--- config.mk ---
export PLATFORM = sky130hd
export DESIGN_NAME = lpmc_low_power_mode_controller
export DESIGN_NICKNAME = d
export VERILOG_FILES = /design/src/core/lpmc_pkg.sv /design/src/core/lpmc_low_power_mode_controller.sv
export SDC_FILE = /design/constraint.sdc
export NUM_CORES = 1
export LEC_CHECK = 0
export BUFFER_PORTS_ARGS = -buffer_cell sky130_fd_sc_hd__buf_2
export CAP_MARGIN = 10
export CORE_MARGIN = 5
export CORE_UTILIZATION = 45
export CTS_CLUSTER_SIZE = 16
export DETAILED_ROUTE_END_ITERATION = 8
export HOLD_SLACK_MARGIN = 0.03
export PLACE_DENSITY = 0.69
export SYNTH_ARGS = -nofsm -noshare
export SYNTH_HDL_FRONTEND = slang
export SYNTH_SLANG_ARGS = --single-unit
--- constraint.sdc ---
create_clock -name core_clk -period 6.15 [get_ports core_clk]
set_input_delay 0.9225 -clock core_clk [delete_from_list [all_inputs] [get_ports core_clk]]
set_output_delay 0.9225 -clock core_clk [all_outputs]
set_load 0.02 [all_outputs]
--- src/core/lpmc_pkg.sv ---
// Shared constants for the low-power mode controller: register map, fields, warm-up figures.
// Assumes a byte-wide register port and one core clock at 20 MHz.
package lpmc_pkg;
	localparam int unsigned CORE_CLK_HZ = 20_000_000;

	// Register offsets.
	localparam logic [7:0] TIME_BASE_CTRL_OFF   = 8'h36;
	localparam logic [7:0] STOP_MODE_CTRL_OFF   = 8'h38;
	localparam logic [7:0] CLOCK_MODE_CTRL_OFF  = 8'h39;
	localparam logic [7:0] STOP_MODE_CTRL_RESET = 8'h00;
	localparam logic [7:0] TIME_BASE_CTRL_RESET = 8'h00;

	// Field positions in stop_mode_control.
	localparam int STOP_START_BIT = 7;
	localparam int RELEASE_METH_BIT = 6;
	localparam int RETURN_MODE_BIT = 5;
	localparam int PORT_KEEP_BIT = 4;
	localparam int WARMUP_SEL_LSB = 2;
	// Field positions in clock_mode_control.
	localparam int LOW_FREQ_SEL_BIT = 5;
	localparam int CLK_HALT_BIT = 2;
	// Field positions in time_base_control.
	localparam int TB_ENABLE_BIT = 3;
	localparam int TB_CLK_SEL_LSB = 0;

	// Warm-up lengths in oscillator cycles, high- and low-frequency sets.
	localparam int unsigned WARM_HF_00 = 3 * (2 ** 16);
	localparam int unsigned WARM_HF_01 = 2 ** 16;
	localparam int unsigned WARM_HF_10 = 3 * (2 ** 14);
	localparam int unsigned WARM_HF_11 = 2 ** 14;
	localparam int unsigned WARM_LF_00 = 3 * (2 ** 13);
	localparam int unsigned WARM_LF_01 = 2 ** 13;
	localparam int unsigned WARM_LF_10 = 3 * (2 ** 6);
	localparam int unsigned WARM_LF_11 = 2 ** 6;
	localparam int WARM_CNT_W = 18;

	typedef enum logic [3:0] {
		LPMC_RUN   = 4'b0001,
		LPMC_SLEEP = 4'b0010,
		LPMC_STOP  = 4'b0100,
		LPMC_WARM  = 4'b1000
	} lpmc_state_e;
endpackage : lpmc_pkg

--- src/core/lpmc_low_power_mode_controller.sv ---
// Operating-mode controller: timer-only sleep and STOP mode with warm-up timing.
// Assumes a plain register port on core_clk and an asynchronous stop release pin.
//
// Operation
// Halt bit in low-frequency run enters sleep.
// Sleep halts CPU, gates peripherals except time base.
// Falling edge of selected source resumes clocks.
// Sleep exit restarts CPU in low-frequency run.
// Sleep entry and exit ignore time base enable.
// Interrupt serviced only when three enables set.
// Entered with enable set, latch interrupt on return.
// STOP turns oscillators off, holds state.
// Stop start bit halts core and peripherals.
// Release method: zero edge, one level.
// After warm-up, execution resumes next instruction.
// Return mode picks high or low frequency.
// Port keep bit: zero high-Z, one kept.
// Warm-up select picks one of eight lengths; the code's 2-bit select picks one of four, the return mode picking the set.
// Software sets return mode to match origin.
// Reset release always returns high-frequency run.
// Low two stop-control bits read undefined.
// High-Z entry forces port inputs to zero.
// Software uses level release with key wake-up.
// Stop pin port is high-Z in STOP.
// Sleep release clears halt bit automatically.
// Software never sets idle and halt together.
// STOP entry clears prescaler and divider.
// Warm-up counts oscillator cycles, core clock withheld; the code counts core_clk cycles in their place.
//
// Strobed register access is this design's own decision.
`timescale 1ns/10ps
`default_nettype none
module lpmc_low_power_mode_controller
	import lpmc_pkg::*;
#(
	parameter int unsigned WarmHf00 = lpmc_pkg::WARM_HF_00,
	parameter int unsigned WarmHf01 = lpmc_pkg::WARM_HF_01,
	parameter int unsigned WarmHf10 = lpmc_pkg::WARM_HF_10,
	parameter int unsigned WarmHf11 = lpmc_pkg::WARM_HF_11,
	parameter int unsigned WarmLf00 = lpmc_pkg::WARM_LF_00,
	parameter int unsigned WarmLf01 = lpmc_pkg::WARM_LF_01
) (
	input  wire logic       core_clk,
	input  wire logic       resetn,
	input  wire logic [7:0] regAddr,
	input  wire logic [7:0] regWrData,
	input  wire logic       regWrite,
	input  wire logic       regRead,
	output logic      [7:0] regRdData,
	input  wire logic [7:0] timeBaseSources,
	input  wire logic       stopReleasePin,
	input  wire logic       interruptMasterEnable,
	input  wire logic       timeBaseIrqEnable,
	input  wire logic       timeBaseIrqAck,
	output logic            cpuHalt,
	output logic            periphClkEnable,
	output logic            timeBaseClkEnable,
	output logic            hfOscEnable,
	output logic            lfOscEnable,
	output logic            lowFreqMode,
	output logic            dividerClear,
	output logic            portOutHighZ,
	output logic            portInForceZero,
	output logic            stopPinPortHighZ,
	output logic            timeBaseIrqLatch,
	output logic            timeBaseIrqService
);
	import lpmc_pkg::*;

	lpmc_state_e            state_reg;
	logic [7:0]             stopCtrl_reg;
	logic [3:0]             tbCtrl_reg;
	logic                   lowFreq_reg;
	logic                   tbEnAtEntry_reg;
	logic                   irqLatch_reg;
	logic                   irqService_reg;
	logic                   divClear_reg;
	logic [7:0]             rdData_reg;
	logic [WARM_CNT_W-1:0]  warmCnt_reg;
	logic [7:0]             srcSync1_reg;
	logic [7:0]             srcSync2_reg;
	logic                   srcPrev_reg;
	logic                   pinSync1_reg;
	logic                   pinSync2_reg;
	logic                   pinPrev_reg;
	logic                   wrStop;
	logic                   wrClock;
	logic                   wrTb;
	logic                   srcSel;
	logic                   srcFall;
	logic                   pinRise;
	logic                   sleepEntry;
	logic                   stopEntry;
	logic                   stopRelease;
	logic                   warmDone;
	logic                   sleepExit;

	// Warm-up target in oscillator cycles for a select code and return mode.
	// The two shortest low-frequency lengths are small, so they stay fixed.
	function automatic logic [WARM_CNT_W-1:0] warmTarget(input logic [1:0] sel,
		input logic lowFreq);
		logic [WARM_CNT_W-1:0] t;
		t = '0;
		case ({lowFreq, sel})
			3'b000:  t = WARM_CNT_W'(WarmHf00);
			3'b001:  t = WARM_CNT_W'(WarmHf01);
			3'b010:  t = WARM_CNT_W'(WarmHf10);
			3'b011:  t = WARM_CNT_W'(WarmHf11);
			3'b100:  t = WARM_CNT_W'(WarmLf00);
			3'b101:  t = WARM_CNT_W'(WarmLf01);
			3'b110:  t = WARM_CNT_W'(WARM_LF_10);
			default: t = WARM_CNT_W'(WARM_LF_11);
		endcase
		return t;
	endfunction : warmTarget

	// Address decode for the three registers.
	assign wrStop  = regWrite && (regAddr == STOP_MODE_CTRL_OFF);
	assign wrClock = regWrite && (regAddr == CLOCK_MODE_CTRL_OFF);
	assign wrTb    = regWrite && (regAddr == TIME_BASE_CTRL_OFF);

	// Both external inputs come from outside this clock, so each passes two flops first.
	always_ff @(posedge core_clk) begin
		if (!resetn) begin
			srcSync1_reg <= 8'h00;
			srcSync2_reg <= 8'h00;
			pinSync1_reg <= 1'b0;
			pinSync2_reg <= 1'b0;
		end else begin
			srcSync1_reg <= timeBaseSources;
			srcSync2_reg <= srcSync1_reg;
			pinSync1_reg <= stopReleasePin;
			pinSync2_reg <= pinSync1_reg;
		end
	end

	// Edge history taken from the second synchroniser stage only.
	always_ff @(posedge core_clk) begin
		if (!resetn) begin
			srcPrev_reg <= 1'b0;
			pinPrev_reg <= 1'b0;
		end else begin
			srcPrev_reg <= srcSel;
			pinPrev_reg <= pinSync2_reg;
		end
	end

	assign srcSel  = srcSync2_reg[tbCtrl_reg[TB_CLK_SEL_LSB +: 3]];
	assign srcFall = srcPrev_reg && !srcSel;
	assign pinRise = pinSync2_reg && !pinPrev_reg;

	// Sleep is only honoured from low-frequency run; enable state plays no part.
	assign sleepEntry = (state_reg == LPMC_RUN) && wrClock && regWrData[CLK_HALT_BIT]
		&& lowFreq_reg;
	assign sleepExit  = (state_reg == LPMC_SLEEP) && srcFall;
	assign stopEntry  = (state_reg == LPMC_RUN) && wrStop && regWrData[STOP_START_BIT];
	// Level release: pin high; edge release: a rising edge of the pin.
	assign stopRelease = stopCtrl_reg[RELEASE_METH_BIT] ? pinSync2_reg : pinRise;
	assign warmDone = (state_reg == LPMC_WARM) && (warmCnt_reg == warmTarget(
		stopCtrl_reg[WARMUP_SEL_LSB +: 2], stopCtrl_reg[RETURN_MODE_BIT]) - 1'b1);

	// Mode sequencer. A level-mode start with the pin already high skips straight to warm-up.
	always_ff @(posedge core_clk) begin
		if (!resetn) begin
			state_reg <= LPMC_RUN;
		end else begin
			case (state_reg)
				LPMC_RUN: begin
					if (stopEntry) begin
						if (regWrData[RELEASE_METH_BIT] && pinSync2_reg) begin
							state_reg <= LPMC_WARM;
						end else begin
							state_reg <= LPMC_STOP;
						end
					end else if (sleepEntry) begin
						state_reg <= LPMC_SLEEP;
					end
				end
				LPMC_SLEEP: begin
					if (sleepExit) begin
						state_reg <= LPMC_RUN;
					end
				end
				LPMC_STOP: begin
					if (stopRelease) begin
						state_reg <= LPMC_WARM;
					end
				end
				LPMC_WARM: begin
					if (warmDone) begin
						state_reg <= LPMC_RUN;
					end
				end
				default: state_reg <= LPMC_RUN;
			endcase
		end
	end

	// Warm-up counter; cycles of core_clk stand for oscillator cycles.
	always_ff @(posedge core_clk) begin
		if (!resetn) begin
			warmCnt_reg <= '0;
		end else if (state_reg == LPMC_WARM) begin
			warmCnt_reg <= warmCnt_reg + 1'b1;
		end else begin
			warmCnt_reg <= '0;
		end
	end

	// Stop control register; the start bit falls back to zero when warm-up ends.
	always_ff @(posedge core_clk) begin
		if (!resetn) begin
			stopCtrl_reg <= STOP_MODE_CTRL_RESET;
		end else if (warmDone) begin
			stopCtrl_reg[STOP_START_BIT] <= 1'b0;
		end else if (wrStop && state_reg == LPMC_RUN) begin
			stopCtrl_reg <= {regWrData[7:2], 2'b00};
		end
	end

	// Time base control register: enable and source select.
	always_ff @(posedge core_clk) begin
		if (!resetn) begin
			tbCtrl_reg <= TIME_BASE_CTRL_RESET[3:0];
		end else if (wrTb) begin
			tbCtrl_reg <= regWrData[3:0];
		end
	end

	// Main clock source. Software picks it in run; STOP return follows the return mode.
	always_ff @(posedge core_clk) begin
		if (!resetn) begin
			lowFreq_reg <= 1'b0;
		end else if (warmDone) begin
			lowFreq_reg <= stopCtrl_reg[RETURN_MODE_BIT];
		end else if (wrClock && state_reg == LPMC_RUN) begin
			lowFreq_reg <= regWrData[LOW_FREQ_SEL_BIT];
		end
	end

	// Record the enable at sleep entry so the latch is set only when it was on.
	always_ff @(posedge core_clk) begin
		if (!resetn) begin
			tbEnAtEntry_reg <= 1'b0;
		end else if (sleepEntry) begin
			tbEnAtEntry_reg <= tbCtrl_reg[TB_ENABLE_BIT];
		end
	end

	// Interrupt latch: a set in the same cycle as an acknowledge wins.
	always_ff @(posedge core_clk) begin
		if (!resetn) begin
			irqLatch_reg <= 1'b0;
		end else if (sleepExit && tbEnAtEntry_reg) begin
			irqLatch_reg <= 1'b1;
		end else if (timeBaseIrqAck) begin
			irqLatch_reg <= 1'b0;
		end
	end

	// Service request needs all three enables and the CPU running.
	always_ff @(posedge core_clk) begin
		if (!resetn) begin
			irqService_reg <= 1'b0;
		end else begin
			irqService_reg <= irqLatch_reg && interruptMasterEnable && timeBaseIrqEnable
				&& tbCtrl_reg[TB_ENABLE_BIT] && (state_reg == LPMC_RUN);
		end
	end

	// One-cycle divider clear at STOP entry.
	always_ff @(posedge core_clk) begin
		if (!resetn) begin
			divClear_reg <= 1'b0;
		end else begin
			divClear_reg <= stopEntry;
		end
	end

	// Read port, data valid the cycle after the strobe; unmapped reads give zero.
	always_ff @(posedge core_clk) begin
		if (!resetn) begin
			rdData_reg <= 8'h00;
		end else if (regRead) begin
			case (regAddr)
				STOP_MODE_CTRL_OFF:  rdData_reg <= {stopCtrl_reg[7:2], 2'b00};
				CLOCK_MODE_CTRL_OFF: rdData_reg <= {2'b00, lowFreq_reg, 2'b00,
					state_reg == LPMC_SLEEP, 2'b00};
				TIME_BASE_CTRL_OFF:  rdData_reg <= {4'h0, tbCtrl_reg};
				default:             rdData_reg <= 8'h00;
			endcase
		end else begin
			rdData_reg <= 8'h00;
		end
	end

	// Outputs derived from the state; the halt bit reads back as sleep state, so it clears on exit.
	assign regRdData          = rdData_reg;
	assign cpuHalt            = (state_reg != LPMC_RUN);
	assign periphClkEnable    = (state_reg == LPMC_RUN);
	assign timeBaseClkEnable  = (state_reg == LPMC_RUN) || (state_reg == LPMC_SLEEP);
	// Oscillators are off in STOP and the return oscillator starts during warm-up.
	assign hfOscEnable = (state_reg == LPMC_WARM) ? !stopCtrl_reg[RETURN_MODE_BIT]
		: (state_reg != LPMC_STOP) && !lowFreq_reg;
	assign lfOscEnable = (state_reg == LPMC_WARM) ? stopCtrl_reg[RETURN_MODE_BIT]
		: (state_reg != LPMC_STOP) && lowFreq_reg;
	assign lowFreqMode        = lowFreq_reg;
	assign dividerClear       = divClear_reg;
	// Port behaviour spans the whole STOP period, warm-up included.
	assign portOutHighZ       = (state_reg == LPMC_STOP || state_reg == LPMC_WARM)
		&& !stopCtrl_reg[PORT_KEEP_BIT];
	assign portInForceZero    = portOutHighZ;
	assign stopPinPortHighZ   = (state_reg == LPMC_STOP || state_reg == LPMC_WARM);
	assign timeBaseIrqLatch   = irqLatch_reg;
	assign timeBaseIrqService = irqService_reg;
endmodule : lpmc_low_power_mode_controller
`default_nettype wire

# Word-level counts from Yosys, hierarchy flattened
# Index checks and enable logic that the tools add are counted.
[totals] inputBits=32 wordCells=96 ff_bits=65
[classes] magnitude_cmp=1 n_reduce_logical=36 n_addsub=2 eq_ne=20 n_bitwise=2 muxes=18
[op_table] op="18-bit case mux with 7 select lines" n=1
[op_table] op="8-bit by 6-bit equality test with 1-bit output, second input constant" n=3
[op_table] op="4-bit 2-to-1 mux" n=6
[op_table] op="8-bit case mux with 3 select lines" n=1
[op_table] op="1-bit logical AND" n=21
[op_table] op="18-bit by 1-bit adder with 18-bit output, second input constant" n=1
[op_table] op="18-bit equality test" n=1
[op_table] op="18-bit by 1-bit subtractor with 18-bit output, second input constant" n=1
[op_table] op="4-bit case mux with 4 select lines" n=1
[op_table] op="3-bit equality test, second input constant" n=3
[op_table] op="1-bit 2-to-1 mux" n=8
[op_table] op="3-bit by 2-bit equality test with 1-bit output, second input constant" n=2
[op_table] op="2-bit != test, second input constant" n=3
[op_table] op="2-bit AND reduction" n=3
[op_table] op="1-bit logical NOT" n=5
[op_table] op="4-bit by 1-bit equality test with 1-bit output, second input constant" n=1
[op_table] op="4-bit by 2-bit equality test with 1-bit output, second input constant" n=1
[op_table] op="4-bit by 3-bit equality test with 1-bit output, second input constant" n=1
[op_table] op="4-bit equality test, second input constant" n=1
[op_table] op="3-bit by 4-bit < comparator with 1-bit output, second input constant" n=1
[op_table] op="4-bit by 1-bit != test with 1-bit output, second input constant" n=1
[op_table] op="4-bit by 3-bit != test with 1-bit output, second input constant" n=1
[op_table] op="4-bit AND reduction" n=1
[op_table] op="2-bit nonzero test" n=2
[op_table] op="7 further kinds" n=9

# Longest topological paths before layout
[logic_depth] depth_word=8 ltp_mapped=8

# Worst setup path before layout
# OpenSTA, ideal clock, no wires.
[synth_path] kind="register to output" startpoint="register state_reg[3]" endpoint="output port portOutHighZ" t_arrival_ns=1.571 required_ns=5.227 path_slack_ns=3.657 stages_incl_launch_ff=5 path_cell_list="dfxtp_1 buf_2 xnor2_1 nor4_1 buf_4"
[synth_via] elab_chain_cells=3
[synth_rtl] element="start: declaration" line="lpmc_low_power_mode_controller.sv:70" rtl="lpmc_state_e state_reg;"
[synth_rtl] element="start signal: assignment" line="lpmc_low_power_mode_controller.sv:165" rtl="state_reg <= LPMC_RUN;"
[synth_rtl] element="start signal: assignment" line="lpmc_low_power_mode_controller.sv:171" rtl="state_reg <= LPMC_WARM;"
[synth_rtl] element="start signal: assignment" line="lpmc_low_power_mode_controller.sv:173" rtl="state_reg <= LPMC_STOP;"
[synth_rtl] element="4-bit by 3-bit equality test with 1-bit output / 4-bit equality test (equally long branches)" line="lpmc_low_power_mode_controller.sv:310" rtl="assign portOutHighZ = (state_reg == LPMC_STOP || state_reg == LPMC_WARM)"
[synth_rtl] element="1-bit logical OR (*)" line="lpmc_low_power_mode_controller.sv:310"
[synth_rtl] element="1-bit logical AND (*)" line="lpmc_low_power_mode_controller.sv:311" rtl="&& !stopCtrl_reg[PORT_KEEP_BIT];"
[synth_rtl] element="end: declaration" line="lpmc_low_power_mode_controller.sv:62" rtl="output logic portOutHighZ,"
# Mark *: on every way between the ends. The rest lies on a longest branch, timed or not.

# Worst setup path after layout
# Same ends and word-level chain as after synthesis.

==> impl_metrics.yaml <==
clocking:
  cts_resized: 0
  numCtsBuffers: 9
  cts_buffer_depth: 2
  cts_hold_buf: 0
  clock-sinks: 65
  cts_tree: "yes"
  clkTransAtPathRegs_ns: 0.07
  clk_latency_ns: 0.34
  cts_post_setup_buffers_inserted: 0
  htree_num_levels: 3
  cts.root.buffer_cell: "clkbuf_8"
critical_path:
  r2r-start: "stopCtrl_reg[5]$_SDFFE_PN0P_"
  arrival_ns: 1.61
  critPathLaunchType: "flop"
  worstPathCellList: "xnor2_1 -> nor4_1 -> buf_2"
  rr_worst_depth: 7
  cp_max_fo: 11
  cpPeakStageDelay_ns: 0.57
  cp-end-kind: "output pin"
  r2r-end: "state_reg[3]$_SDFFE_PN0P_"
  slowest_stage: "dfxtp_1"
  r2r_slack_ns: 3.82
  crit_type: "flop to output pin"
  crit_required_ns: 5.23
worst_hold_path:
  hold_class: "flop to flop"
  min_from: "srcSync1_reg[5]$_SDFF_PN0_"
  min_to: "srcSync2_reg[5]$_SDFF_PN0_"
  whs_path_depth: 1
floorplan:
  chipWidth_um: 87.52
  io-pin-count: 52
  core_area_um2: 5886
  dieHeight_um: 87.52
  dieArea_um2: 7659
  rows: 28
  start_util_pct: 45.94
timing:
  setup-violations-final: 0
  finalClockSkew_ns: 0.007471
  whs_ns: 0.4347
  max_freq_ghz: 0.3948
  fin_crit_sh_pct: 41.19
  post-route-min-period_ns: 2.533
  grt_setup_unrepaired: "no"
  hold_viol: 0
  tns_ns: 0
  slew_viol_final: 0
  relSlewSlack_pct: 47.46
  tightest_slew_ns: 0.7810
global_route:
  grt_pass1_wl_mm: 9.045
  grt_antenna_before_repair: 0
  grt_util_all_layers_pct: 15.46
  grt_max_degree: 29
  grt_pass1_vias: 1974
  grt.overflow.total: 0
finish:
  largest_reg_flops: 18
  area_delta_synth_final_pct: 17.86
  n_antenna_cell: 0
  most-common-layout-cells: "65 x dfxtp_1, 51 x buf_2, 33 x nor2_1, 25 x nand2_1, 23 x and2_1"
  final_common_cell: "dfxtp_1"
  nets: 381
  drive_above_1_share_pct: 20.23
routing:
  drt_iter0_markers: 115
  ant_nets: 0
  vias_per_cell: 5.124
  drcViolationCount: 0
  drt_pass1_iterations: 4
  wl_per_cell_um: 13.18
  routed_wl_mm: 5.616
  vias: 2183
power:
  ir_drop_mv: 0.1459
  power_density_nw_per_um2: 253.6
  leakagePower_nw: 1.212
  total_power_mw: 0.8082
synth:
  syn_nets: 332
  synthCells: 298
  yosysUniqueCellTypes: 46
  ys_warn_count: 0
  yosysSeqAreaShare_pct: 48.13
  syn_area_um2: 2704
  synth_edf_count: 0
  syn_area_per_cell_um2: 9.073
  ys.flop_type: "dfxtp_1"
  ys_ff_latch: 65
  async_reset_ff_share_pct: 0
run:
  timing.max_cap.violations: 0
outcome:
  outcome: "completed"
placed_design:
  io_buffers: 51
  place.gp.congestion: 0.7980
  dp_hpwl_mm: 4.080
[kinds of logic (layout without fill, tap and decap cells)]
group,count (synthesis),after routing,share of synthesized area (%)
buffers and inverters,20,73,3.147
XOR/XNOR,20,20,6.478
AO/OA/AOI/OAI,40,40,9.209
flip-flops,65,65,48.13
AND/OR/NAND/NOR,142,142,28.32
multiplexers,9,9,3.795
adder cells (fa/ha/maj),2,2,0.9253
[through the flow]
stage               cell area, um2  std cells  util, %  setup WS [ns]
global placement              2994        411    50.87          3.558
detailed placement            2994        411    50.87          3.492
global route                  3187        426    54.15          3.446
CTS                           3187        426    54.15          3.596
finish                        3187        426    54.15          3.617
floorplan                     2704        298        -          3.657
[synth_stat cells, drive strengths merged (3+ instances only)]
cell type | instances | area (um2)
nand3 | 14 | 70.07
and4 | 5 | 43.79
nand2b | 5 | 31.28
nor4 | 6 | 37.54
mux2i | 8 | 80.08
xor2 | 10 | 87.58
nand2 | 25 | 93.84
a21oi | 17 | 85.08
nand4 | 7 | 50.05
dfxtp | 65 | 1301
buf | 6 | 32.53
and2 | 23 | 143.9
o21ai | 8 | 40.04
or3 | 3 | 18.77
nor2 | 34 | 130.1
nor3 | 7 | 35.03
xnor2 | 10 | 87.58
clkbuf | 7 | 26.28
inv | 7 | 26.28
nand3b | 4 | 33.78
[critical path: cells and delay by family, from the launching register on]
kind / cells / cell delay, ns
DFF: 1 / 0.57
buffers and inverters: 1 / 0.24
xor gates and xnor gates: 1 / 0.14
and+or+nand+nor: 1 / 0.32
[how the worst max path moves through the flow]
| stage | start | endpoint | slack [ns] |
|---|---|---|---|
| 5_1_grt | state_reg[3]$_SDFFE_PN0P_ | portOutHighZ | 3.45 |
| 2_1_floorplan | state_reg[3]$_SDFFE_PN0P_ | portOutHighZ | 3.66 |
| 6_report | state_reg[3]$_SDFFE_PN0P_ | portOutHighZ | 3.62 |
| 4_1_cts | state_reg[3]$_SDFFE_PN0P_ | portOutHighZ | 3.60 |
| 3_3_place_gp | regAddr[1] | stopCtrl_reg[4]$_SDFFE_PN0P_ | 3.56 |
| 3_5_place_dp | regAddr[1] | state_reg[3]$_SDFFE_PN0P_ | 3.49 |
[layer usage]
metal	wire length (um)	part of all wire (%)	track usage [%]
met3	440	7.8	4.825
met5	0	0	0
met4	64	1.1	5.858
met1	2617	47	20.22
met2	2494	44	23.90
[power by group]
| group | switching, mW | leakage (nW) | internal [mW] |
|---|---|---|---|
| Combinational | 0.0123 | 0.588 | 0.0122 |
| Sequential | 0.00157 | 0.528 | 0.427 |
| Clock | 0.169 | 0.0957 | 0.187 |
| Total | 0.183 | 1.21 | 0.625 |
[layout make-up]
cell class	count	area, um2
inverters	7	26.28
clock buffers	9	123.9
well taps	75	93.84
multi-input cells	213	1318
fillers	545	2699
flip-flops and latches	65	1301
repair buffers	51	255.2
clock inverters	6	68.82
No activity file was read; power rests on OpenSTA's default activity.
